$ cat config.mk
export PLATFORM = sky130hd
export DESIGN_NAME = rca_top
export DESIGN_NICKNAME = d
export VERILOG_FILES = /design/src/hw/rca_pkg.sv /design/src/hw/rca_top.sv
export SDC_FILE = /design/constraint.sdc
export NUM_CORES = 1
export LEC_CHECK = 0
export BUFFER_PORTS_ARGS = -buffer_cell sky130_fd_sc_hd__buf_2
export CORE_MARGIN = 2
export CORE_UTILIZATION = 35
export DETAILED_ROUTE_END_ITERATION = 10
export PLACE_DENSITY = 0.47
export SYNTH_ARGS = -nofsm -noshare
export SYNTH_HDL_FRONTEND = slang
export SYNTH_SLANG_ARGS = --single-unit
$ cat constraint.sdc
create_clock -name i_clk_sys -period 7.3 [get_ports i_clk_sys]
set_input_delay 0.365 -clock i_clk_sys [delete_from_list [all_inputs] [get_ports i_clk_sys]]
set_output_delay 0.365 -clock i_clk_sys [all_outputs]
set_load 0.01 [all_outputs]
$ cat src/hw/rca_pkg.sv
// constants, codes and bus carrier for the clock/calendar unit
package rca_pkg;
  // register bus geometry
  localparam int AW = 3;
  localparam int DW = 16;
  // register word addresses
  localparam logic [AW-1:0] A_CFG = 3'h0; // clock_config_trim
  localparam logic [AW-1:0] A_PAD = 3'h1; // pad_output_select
  localparam logic [AW-1:0] A_ALCFG = 3'h2; // alarm_config_repeat
  localparam logic [AW-1:0] A_TVAL = 3'h3; // time window high/low
  localparam logic [AW-1:0] A_AVAL = 3'h4; // alarm window high/low
  localparam logic [AW-1:0] A_KEY = 3'h5; // unlock_key_register
  // field positions
  localparam int B_ON = 15;
  localparam int B_UNLK = 13;
  localparam int B_SYNC = 12;
  localparam int B_HALF = 11;
  localparam int B_OE = 10;
  localparam int B_PSEL = 1;
  localparam int B_ALON = 15;
  localparam int B_CHIME = 14;
  // unlock key bytes
  localparam logic [7:0] KEY_FIRST = 8'h55;
  localparam logic [7:0] KEY_SECOND = 8'haa;
  // window pointer codes
  localparam logic [1:0] P_MS = 2'h0;
  localparam logic [1:0] P_WH = 2'h1;
  localparam logic [1:0] P_MD = 2'h2;
  localparam logic [1:0] P_YR = 2'h3;
  // crystal prescaler: 32768 pulses a second
  localparam logic [15:0] SEC_END = 16'h7fff;
  localparam logic [15:0] HALF_END = 16'h3fff;
  localparam logic [14:0] RIPPLE_START = 15'h7fe0;
  // bcd limits and reset calendar values
  localparam logic [7:0] BCD_59 = 8'h59;
  localparam logic [7:0] BCD_23 = 8'h23;
  localparam logic [7:0] BCD_12 = 8'h12;
  localparam logic [7:0] BCD_99 = 8'h99;
  localparam logic [2:0] WD_LAST = 3'h6;
  localparam logic [7:0] BCD_ONE = 8'h01;
  // alarm period codes
  typedef enum logic [3:0] {
    AM_HALF = 4'b0000, AM_SEC = 4'b0001, AM_TSEC = 4'b0010,
    AM_MIN = 4'b0011, AM_TMIN = 4'b0100, AM_HOUR = 4'b0101,
    AM_DAY = 4'b0110, AM_WEEK = 4'b0111, AM_MONTH = 4'b1000,
    AM_YEAR = 4'b1001
  } rca_mask_type;
  // unlock key sequence states
  typedef enum logic [1:0] {
    KS_IDLE = 2'b00, KS_GOT1 = 2'b01, KS_ARMED = 2'b10
  } rca_key_type;
  // register bus request
  typedef struct packed {
    logic [AW-1:0] addr;
    logic [DW-1:0] wdata;
    logic [1:0] be;
    logic wr;
    logic rd;
  } rca_bus_type;
endpackage : rca_pkg

$ cat src/hw/rca_top.sv
// clock/calendar with alarm, calibration and pin output
`timescale 1ns/1ps
module rca_top (
  input wire logic i_clk_sys,
  input wire logic i_srst,
  input wire logic i_por,
  input wire logic i_xtal_tick,
  input wire rca_pkg::rca_bus_type i_bus,
  output logic [rca_pkg::DW-1:0] o_rdata,
  output logic o_pin,
  output logic o_pin_oe,
  output logic o_alarm_event
);
  import rca_pkg::*;

  // bcd increment of a two-digit value
  function automatic logic [7:0] bcd_inc(input logic [7:0] v);
    if (v[3:0] == 4'h9) begin
      bcd_inc = {v[7:4] + 4'h1, 4'h0};
    end else begin
      bcd_inc = v + 8'h01;
    end
  endfunction : bcd_inc

  // window pointer step, sticks at 00
  function automatic logic [1:0] ptr_dec(input logic [1:0] p);
    ptr_dec = (p == P_MS) ? P_MS : p - 2'h1;
  endfunction : ptr_dec

  // last day of month, leap years of 2000-2099
  function automatic logic [7:0] month_end(input logic [7:0] m, input logic [7:0] y);
    logic leap;
    leap = y[4] ? (y[3:0] == 4'h2 || y[3:0] == 4'h6)
                : (y[3:0] == 4'h0 || y[3:0] == 4'h4 || y[3:0] == 4'h8);
    if (m == 8'h02) begin
      month_end = leap ? 8'h29 : 8'h28;
    end else if (m == 8'h04 || m == 8'h06 || m == 8'h09 || m == 8'h11) begin
      month_end = 8'h30;
    end else begin
      month_end = 8'h31;
    end
  endfunction : month_end

  // configuration state, por only except psel_q, which srst resets
  logic on_q, unlk_q, oe_q, psel_q;
  logic [1:0] tptr_q;
  logic [7:0] cal_q;
  // alarm configuration
  logic alon_q, chime_q;
  logic [3:0] alarm_period_select_q;
  logic [1:0] aptr_q;
  logic [7:0] rpt_q;
  // time fields, bcd
  logic [7:0] sec_q, min_q, hr_q, day_q, mon_q, yr_q;
  logic [2:0] wd_q;
  // alarm fields, bcd
  logic [7:0] asec_q, amin_q, ahr_q, aday_q, amon_q;
  logic [2:0] awd_q;
  // crystal prescaler and tick pipeline
  logic [15:0] cnt_q;
  logic tick_q, half_q;
  rca_key_type key_q;
  logic apulse_q;

  // bus decode
  logic wr_cfg, wr_pad, wr_alcfg, wr_tval, wr_aval, wr_key;
  logic rd_tval, rd_aval, tptr_step, aptr_step, armed;
  always_comb begin
    wr_cfg = 1'b0;
    wr_pad = 1'b0;
    wr_alcfg = 1'b0;
    wr_tval = 1'b0;
    wr_aval = 1'b0;
    wr_key = 1'b0;
    if (i_bus.addr == A_CFG) begin
      wr_cfg = i_bus.wr;
    end else if (i_bus.addr == A_PAD) begin
      wr_pad = i_bus.wr;
    end else if (i_bus.addr == A_ALCFG) begin
      wr_alcfg = i_bus.wr;
    end else if (i_bus.addr == A_TVAL) begin
      wr_tval = i_bus.wr;
    end else if (i_bus.addr == A_AVAL) begin
      wr_aval = i_bus.wr;
    end else if (i_bus.addr == A_KEY) begin
      wr_key = i_bus.wr;
    end
  end
  assign rd_tval = i_bus.rd && i_bus.addr == A_TVAL;
  assign rd_aval = i_bus.rd && i_bus.addr == A_AVAL;
  // either byte read steps, write only via high byte
  assign tptr_step = rd_tval || (wr_tval && i_bus.be[1]);
  assign aptr_step = rd_aval || (wr_aval && i_bus.be[1]);
  assign armed = key_q == KS_ARMED;

  // timing events from the crystal pulse
  logic sec_tick, half_tick, half_w, sync_w, sec_clr;
  assign sec_tick = on_q && i_xtal_tick && cnt_q == SEC_END;
  assign half_tick = on_q && i_xtal_tick && cnt_q == HALF_END;
  assign half_w = !cnt_q[15] && cnt_q[14];
  assign sync_w = on_q && !cnt_q[15] && cnt_q[14:0] >= RIPPLE_START;
  assign sec_clr = wr_tval && i_bus.be[0] && tptr_q == P_MS;

  // unlock key sequence, armed for one following access
  always_ff @(posedge i_clk_sys) begin
    if (i_srst) begin
      key_q <= KS_IDLE;
    end else if (wr_key && i_bus.wdata[7:0] == KEY_FIRST) begin
      key_q <= KS_GOT1;
    end else if (wr_key && key_q == KS_GOT1 && i_bus.wdata[7:0] == KEY_SECOND) begin
      key_q <= KS_ARMED;
    end else if (i_bus.wr || i_bus.rd) begin
      key_q <= KS_IDLE;
    end
  end

  // configuration register, only por resets it
  always_ff @(posedge i_clk_sys) begin
    if (i_por) begin
      on_q <= 1'b0;
      unlk_q <= 1'b0;
      oe_q <= 1'b0;
      tptr_q <= P_MS;
      cal_q <= 8'h00;
    end else if (wr_cfg) begin
      if (i_bus.be[1]) begin
        // enable only changes when already unlocked
        if (unlk_q) begin
          on_q <= i_bus.wdata[B_ON];
        end
        // setting needs the key, clearing never does
        unlk_q <= i_bus.wdata[B_UNLK] && (unlk_q || armed);
        oe_q <= i_bus.wdata[B_OE];
        tptr_q <= i_bus.wdata[9:8];
      end
      if (i_bus.be[0]) begin
        cal_q <= i_bus.wdata[7:0];
      end
    end else if (tptr_step) begin
      tptr_q <= ptr_dec(tptr_q);
    end
  end

  // pad output select
  always_ff @(posedge i_clk_sys) begin
    if (i_srst) begin
      psel_q <= 1'b0;
    end else if (wr_pad && i_bus.be[0]) begin
      psel_q <= i_bus.wdata[B_PSEL];
    end
  end

  // prescaler; trim loads a signed start at each minute
  always_ff @(posedge i_clk_sys) begin
    if (i_srst || sec_clr) begin
      cnt_q <= 16'h0000;
    end else if (on_q && i_xtal_tick) begin
      if (cnt_q == SEC_END) begin
        // positive trim shortens, negative lengthens
        cnt_q <= (sec_q == BCD_59) ? {{6{cal_q[7]}}, cal_q, 2'b00} : 16'h0000;
      end else begin
        cnt_q <= cnt_q + 16'h0001;
      end
    end
  end

  // tick pipeline, alarm compares the updated time
  always_ff @(posedge i_clk_sys) begin
    if (i_srst) begin
      tick_q <= 1'b0;
      half_q <= 1'b0;
    end else begin
      tick_q <= sec_tick || half_tick;
      half_q <= half_tick;
    end
  end

  // time keeping with software writes winning
  always_ff @(posedge i_clk_sys) begin
    if (i_srst) begin
      sec_q <= 8'h00;
      min_q <= 8'h00;
      hr_q <= 8'h00;
      wd_q <= 3'h0;
      day_q <= BCD_ONE;
      mon_q <= BCD_ONE;
      yr_q <= 8'h00;
    end else begin
      if (sec_tick) begin
        sec_q <= (sec_q == BCD_59) ? 8'h00 : bcd_inc(sec_q);
        if (sec_q == BCD_59) begin
          min_q <= (min_q == BCD_59) ? 8'h00 : bcd_inc(min_q);
          if (min_q == BCD_59) begin
            hr_q <= (hr_q == BCD_23) ? 8'h00 : bcd_inc(hr_q);
            if (hr_q == BCD_23) begin
              wd_q <= (wd_q == WD_LAST) ? 3'h0 : wd_q + 3'h1;
              if (day_q == month_end(mon_q, yr_q)) begin
                day_q <= BCD_ONE;
                mon_q <= (mon_q == BCD_12) ? BCD_ONE : bcd_inc(mon_q);
                if (mon_q == BCD_12) begin
                  yr_q <= (yr_q == BCD_99) ? 8'h00 : bcd_inc(yr_q);
                end
              end else begin
                day_q <= bcd_inc(day_q);
              end
            end
          end
        end
      end
      if (wr_tval && unlk_q) begin
        // field pair chosen by the pointer
        case (tptr_q)
          P_MS: begin
            if (i_bus.be[1]) min_q <= {1'b0, i_bus.wdata[14:8]};
            if (i_bus.be[0]) sec_q <= {1'b0, i_bus.wdata[6:0]};
          end
          P_WH: begin
            if (i_bus.be[1]) wd_q <= i_bus.wdata[10:8];
            if (i_bus.be[0]) hr_q <= {2'b00, i_bus.wdata[5:0]};
          end
          P_MD: begin
            // month tens and ones are read-only
            if (i_bus.be[0]) day_q <= {2'b00, i_bus.wdata[5:0]};
          end
          default: begin
            if (i_bus.be[0]) yr_q <= i_bus.wdata[7:0];
          end
        endcase
      end
    end
  end

  // alarm field writes through the alarm window
  always_ff @(posedge i_clk_sys) begin
    if (i_srst) begin
      asec_q <= 8'h00;
      amin_q <= 8'h00;
      ahr_q <= 8'h00;
      awd_q <= 3'h0;
      aday_q <= BCD_ONE;
      amon_q <= BCD_ONE;
    end else if (wr_aval) begin
      case (aptr_q)
        P_MS: begin
          if (i_bus.be[1]) amin_q <= {1'b0, i_bus.wdata[14:8]};
          if (i_bus.be[0]) asec_q <= {1'b0, i_bus.wdata[6:0]};
        end
        P_WH: begin
          if (i_bus.be[1]) awd_q <= i_bus.wdata[10:8];
          if (i_bus.be[0]) ahr_q <= {2'b00, i_bus.wdata[5:0]};
        end
        P_MD: begin
          if (i_bus.be[1]) amon_q <= {3'b000, i_bus.wdata[12:8]};
          if (i_bus.be[0]) aday_q <= {2'b00, i_bus.wdata[5:0]};
        end
        default: begin
          // unimplemented pair, write dropped
        end
      endcase
    end
  end

  // alarm match on the fields the period keeps
  logic hit, ev;
  always_comb begin
    case (alarm_period_select_q)
      AM_HALF: hit = 1'b1;
      AM_SEC: hit = !half_q;
      AM_TSEC: hit = !half_q && sec_q[3:0] == asec_q[3:0];
      AM_MIN: hit = !half_q && sec_q == asec_q;
      AM_TMIN: hit = !half_q && sec_q == asec_q && min_q[3:0] == amin_q[3:0];
      AM_HOUR: hit = !half_q && sec_q == asec_q && min_q == amin_q;
      AM_DAY: hit = !half_q && sec_q == asec_q && min_q == amin_q && hr_q == ahr_q;
      AM_WEEK: hit = !half_q && sec_q == asec_q && min_q == amin_q && hr_q == ahr_q
                     && wd_q == awd_q;
      AM_MONTH: hit = !half_q && sec_q == asec_q && min_q == amin_q && hr_q == ahr_q
                      && day_q == aday_q;
      // feb 29 only exists in leap years, so fires every fourth
      AM_YEAR: hit = !half_q && sec_q == asec_q && min_q == amin_q && hr_q == ahr_q
                     && day_q == aday_q && mon_q == amon_q;
      default: hit = 1'b0;
    endcase
  end
  assign ev = alon_q && tick_q && hit;

  // alarm configuration and repeat counting
  always_ff @(posedge i_clk_sys) begin
    if (i_srst) begin
      alon_q <= 1'b0;
      chime_q <= 1'b0;
      alarm_period_select_q <= 4'h0;
      aptr_q <= P_MS;
      rpt_q <= 8'h00;
    end else if (wr_alcfg) begin
      if (i_bus.be[1]) begin
        alon_q <= i_bus.wdata[B_ALON];
        chime_q <= i_bus.wdata[B_CHIME];
        alarm_period_select_q <= i_bus.wdata[13:10];
        aptr_q <= i_bus.wdata[9:8];
      end
      if (i_bus.be[0]) begin
        rpt_q <= i_bus.wdata[7:0];
      end
    end else begin
      if (aptr_step) begin
        aptr_q <= ptr_dec(aptr_q);
      end
      if (ev) begin
        if (rpt_q != 8'h00) begin
          rpt_q <= rpt_q - 8'h01;
        end else if (chime_q) begin
          rpt_q <= 8'hff;
        end else begin
          alon_q <= 1'b0;
        end
      end
    end
  end

  // alarm pulse stretched to the next half second
  always_ff @(posedge i_clk_sys) begin
    if (i_srst) begin
      apulse_q <= 1'b0;
      o_alarm_event <= 1'b0;
    end else begin
      o_alarm_event <= ev;
      if (ev) begin
        apulse_q <= 1'b1;
      end else if (half_tick || sec_tick) begin
        apulse_q <= 1'b0;
      end
    end
  end

  // pin drive: source select gated by output enable
  always_ff @(posedge i_clk_sys) begin
    if (i_srst) begin
      o_pin <= 1'b0;
      o_pin_oe <= 1'b0;
    end else begin
      o_pin_oe <= oe_q;
      o_pin <= oe_q && (psel_q ? !half_w : apulse_q);
    end
  end

  // read data for one cycle after the strobe
  always_ff @(posedge i_clk_sys) begin
    if (i_srst || !i_bus.rd) begin
      o_rdata <= 16'h0000;
    end else if (i_bus.addr == A_CFG) begin
      o_rdata <= {on_q, 1'b0, unlk_q, sync_w, half_w, oe_q, tptr_q, cal_q};
    end else if (i_bus.addr == A_PAD) begin
      o_rdata <= {14'h0000, psel_q, 1'b0};
    end else if (i_bus.addr == A_ALCFG) begin
      o_rdata <= {alon_q, chime_q, alarm_period_select_q, aptr_q, rpt_q};
    end else if (i_bus.addr == A_TVAL) begin
      case (tptr_q)
        P_MS: o_rdata <= {1'b0, min_q[6:0], 1'b0, sec_q[6:0]};
        P_WH: o_rdata <= {5'h00, wd_q, 2'b00, hr_q[5:0]};
        P_MD: o_rdata <= {3'b000, mon_q[4:0], 2'b00, day_q[5:0]};
        default: o_rdata <= {8'h00, yr_q};
      endcase
    end else if (i_bus.addr == A_AVAL) begin
      case (aptr_q)
        P_MS: o_rdata <= {1'b0, amin_q[6:0], 1'b0, asec_q[6:0]};
        P_WH: o_rdata <= {5'h00, awd_q, 2'b00, ahr_q[5:0]};
        P_MD: o_rdata <= {3'b000, amon_q[4:0], 2'b00, aday_q[5:0]};
        default: o_rdata <= 16'h0000;
      endcase
    end else begin
      o_rdata <= 16'h0000;
    end
  end
endmodule : rca_top

==> parameters.txt <==
Parameter                              Value

CTS
  Post-CTS Setup Bufs ... 0
  CTS buffer count ... 17
  CTS resizes ... 0
  Bufs on Longest Clock Path ... 2
  Count of clock tree sinks ... 155
  Clock transition at the register clock pins on the worst setup and hold paths after CTS ... 0.07 ns
  Cell at the root of the clock tree ... sky130_fd_sc_hd__clkbuf_16
  Maximum level of the CTS H-tree ... 4
  Worst-skew pair later-pin latency ... 0.45 ns
  Number of buffers inserted by hold repair at cts ... 0
  CTS tree ... done

GRT
  Number of global-route vias before repair ... 8,386
  Maximum number of pins on one net before global-route repair ... 69
  Global-route wire length before repair ... 50,900 um
  All-layer global routing usage ... 0.236
  Antenna violations before repair ... 2
  GR Overflow Total ... 0

Worst setup path
  Setup Crit Path Kind ... reg -> reg
  Cell depth of the worst flop-to-flop path ... 8
  Critical-path maximum fanout ... 12
  Required time of the worst setup path ... 7.68 ns
  Kind of launch point of the worst setup path ... flip-flop
  Data arrival time of the critical path ... 3.96 ns
  Crit end category ... flip-flop

Cells and area
  Antenna diode count ... 0
  Proportion of layout cells with a drive suffix above 1 ... 0.0955
  Post-route non-filler standard cell count ... 1,539
  Synth-to-Final Area Change ... 10.4%
  Number of nets in the layout ... 1,242
  Most common cell after layout, fill and taps aside ... sky130_fd_sc_hd__dfxtp_1
  Fin util ... 0.395
  Leading cell types in the layout, fill and taps excluded ... sky130_fd_sc_hd__dfxtp_1, sky130_fd_sc_hd__nor2_1, sky130_fd_sc_hd__nand2_1, sky130_fd_sc_hd__a21oi_1, sky130_fd_sc_hd__mux2i_1

Run status
  Run status ... finished clean

Drt
  Detailed-route via count ... 8,915
  Number of remaining DRC errors ... 0
  DRT antenna net count ... 0
  Total Wirelength ... 33,200 um
  Wire length per cell after detailed routing ... 21.6 um
  Vias per std cell ... 5.79
  Length of the first detailed-routing pass in iterations ... 6
  Initial DRC Count ... 727

Synth
  Synth Instances ... 1,199
  Simple logic cell fraction of the synthesized area ... 0.271
  Xor/xnor cell area share of the yosys netlist ... 0.0489
  Count of yosys warnings during synthesis ... 0
  Synth Register Bits ... 155
  Average size of a mapped cell ... 7.77 um^2
  Share of flip-flops with an asynchronous set or reset ... 0
  Adder-Cell Fraction of Synth Area ... 0.0322
  Total standard cell area after synthesis ... 0.00931 mm^2
  Post-synth top flop ... sky130_fd_sc_hd__dfxtp_1
  Portion of the post-synthesis area used by sequential elements ... 0.333
  Count of cell types in the netlist ... 78
  Compound-gate portion of the synthesized area ... 0.178
  Number of nets produced by synthesis ... 1,250
  Main combinational cell family by area after synthesis ... simple AND/OR/NAND/NOR gates
  Post-synth EDFFs ... 0
  Share of cell area taken by muxes after synthesis ... 0.0891

Placement
  Cells after DPL ... 1,507
  Placement Setup Slack ... 3.78 ns
  Port Buffer Count ... 45
  Final estimated routing congestion in global placement ... 0.899
  DP HPWL ... 24,400 um

Die
  IO Pins ... 46
  Area of the die ... 0.0279 mm^2
  Area of the placeable core ... 0.0261 mm^2
  Die Wd ... 167 um
  Std-Cell Rows ... 59
  Height of the chip ... 167 um
  Initial standard-cell utilization of the core ... 0.357

Timing
  Actual transition at the worst max-transition pin ... 1.11 ns
  Final Hold Slack ... 0.211 ns
  Maximum clock skew at final layout ... 0.0170 ns
  Unrepaired setup endpoints after global routing ... false
  Final worst path period share ... 0.491
  Setup_tns ... 0 ns
  Minimum period implied by the final worst setup slack ... 3.58 ns
  Final number of setup-violating endpoints ... 0
  Fmax ... 279 MHz
  Max-slew violation count ... 0
  Minimum setup slack in the final design ... 3.72 ns
  Worst max-slew margin expressed relative to the limit ... 0.262
  Final Hold Viols ... 0

Pwr
  Cell area power density ... 180 mW/mm^2
  Highest ir drop seen on vdd ... 0.155 mV
  Standby leakage power ... 3.71 nW

Worst hold path
  Hold/Removal Path Class ... in -> reg
  Count of cells along the worst hold path ... 3

Run
  Number of max-cap violations ... 0
-- worst paths after layout --
check,from,slack [ns],to
max,cnt_q[0],3.72,mon_q[7]
min,i_bus[15],0.21,alarm_period_select_q[1]
max reg2reg,cnt_q[0],3.72,mon_q[7]
min reg2reg,chime_q,0.47,chime_q
-- per-layer routing --
layer,GRT usage,up-vias,wire [um]
li1,-,4289,-
met3,0.0522,58,1860
met4,0.0855,0,923
met2,0.364,259,14700
met5,0,-,0
met1,0.326,4309,15700
-- critical path: stages (launching register included) --
cell and delay, ns:
sky130_fd_sc_hd__dfxtp_1 0.42, sky130_fd_sc_hd__ha_1 0.26, sky130_fd_sc_hd__nand4_1 0.28, sky130_fd_sc_hd__nor4_1 0.39, sky130_fd_sc_hd__nand4_1 0.50, sky130_fd_sc_hd__nor2_1 0.78
sky130_fd_sc_hd__nand2_2 0.19, sky130_fd_sc_hd__or4_1 0.54, sky130_fd_sc_hd__a21oi_1 0.14
-- metrics by stage --
step / area (um^2) / total power, mW
final: 10300 / 1.85
after global routing: 10300 / 1.91
after CTS: 10300 / 1.87
after detailed placement: 9720 / 0.984
after global placement: 9720 / 0.985
after floorplan: 9310 / 0.937
-- logic make-up (layout without fill, tap and decap cells) --
logic type	Yosys count	in the layout
muxes	75	75
xor gates and xnor gates	52	52
adders and majority gates	24	24
DFF	155	155
and+or+nand+nor	521	521
AOI/OAI and AO/OA	262	262
buffers and inverters	110	115
-- flip-flops by register name, summed over array words and instances, names as in the netlist, 5 cells and up --
register	cells
day_q	8
min_q	8
mon_q	8
amin_q	7
rpt_q	8
sec_q	8
aday_q	6
o_rdata	16
amon_q	5
ahr_q	6
cnt_q	16
hr_q	8
asec_q	7
yr_q	8
cal_q	8
-- area by class of cell --
type | instances | area [um^2]
Clock buffer | 17 | 425
Timing Repair Buffer | 55 | 303
Sequential cell | 155 | 3100
Multi-Input combinational cell | 934 | 5790
Inverter | 28 | 105
Tap cell | 335 | 419
Clock inverter | 15 | 144
Fill cell | 2717 | 15800
-- report_power, final --
part	switching [mW]	internal [mW]	total, mW
Combinational	0.0826	0.0297	0.112
Clock	0.410	0.475	0.884
Sequential	0.00476	0.849	0.854
-- synth_stat cells, types with 4 or more instances --
cell type	instances	share of area
sky130_fd_sc_hd__buf_1	8	0.0032
sky130_fd_sc_hd__a31oi_1	10	0.0067
sky130_fd_sc_hd__o22ai_1	10	0.0067
sky130_fd_sc_hd__or4_1	8	0.0064
sky130_fd_sc_hd__nand4b_1	4	0.0038
sky130_fd_sc_hd__a22oi_1	5	0.0040
sky130_fd_sc_hd__a211oi_1	18	0.015
sky130_fd_sc_hd__or2_2	6	0.0040
sky130_fd_sc_hd__a21oi_1	89	0.048
sky130_fd_sc_hd__clkbuf_1	67	0.027
sky130_fd_sc_hd__or3_1	7	0.0047
sky130_fd_sc_hd__xnor2_1	19	0.018
sky130_fd_sc_hd__o311ai_0	4	0.0038
sky130_fd_sc_hd__ha_1	24	0.032
sky130_fd_sc_hd__nor3_1	49	0.026
sky130_fd_sc_hd__and3_1	14	0.0094
sky130_fd_sc_hd__nor4bb_1	4	0.0043
sky130_fd_sc_hd__nand3_1	52	0.028
sky130_fd_sc_hd__nand2b_1	8	0.0054
sky130_fd_sc_hd__nor2b_1	18	0.012
sky130_fd_sc_hd__nor4_1	19	0.013
sky130_fd_sc_hd__a311oi_1	10	0.0094
sky130_fd_sc_hd__nand4_1	20	0.013
sky130_fd_sc_hd__mux4_2	6	0.015
sky130_fd_sc_hd__o31ai_1	7	0.0056
sky130_fd_sc_hd__o211ai_1	5	0.0040
sky130_fd_sc_hd__buf_2	4	0.0021
sky130_fd_sc_hd__o32ai_1	4	0.0038
sky130_fd_sc_hd__o21ai_0	60	0.032
sky130_fd_sc_hd__nand2_1	130	0.052
sky130_fd_sc_hd__nor2_1	147	0.059
sky130_fd_sc_hd__nand3b_1	7	0.0056
sky130_fd_sc_hd__inv_1	27	0.011
sky130_fd_sc_hd__a221oi_1	6	0.0056
sky130_fd_sc_hd__and2_1	9	0.0060
sky130_fd_sc_hd__xor2_1	33	0.031
sky130_fd_sc_hd__mux2i_1	66	0.071
sky130_fd_sc_hd__dfxtp_1	155	0.33
Power figures use the tool's default switching activity.
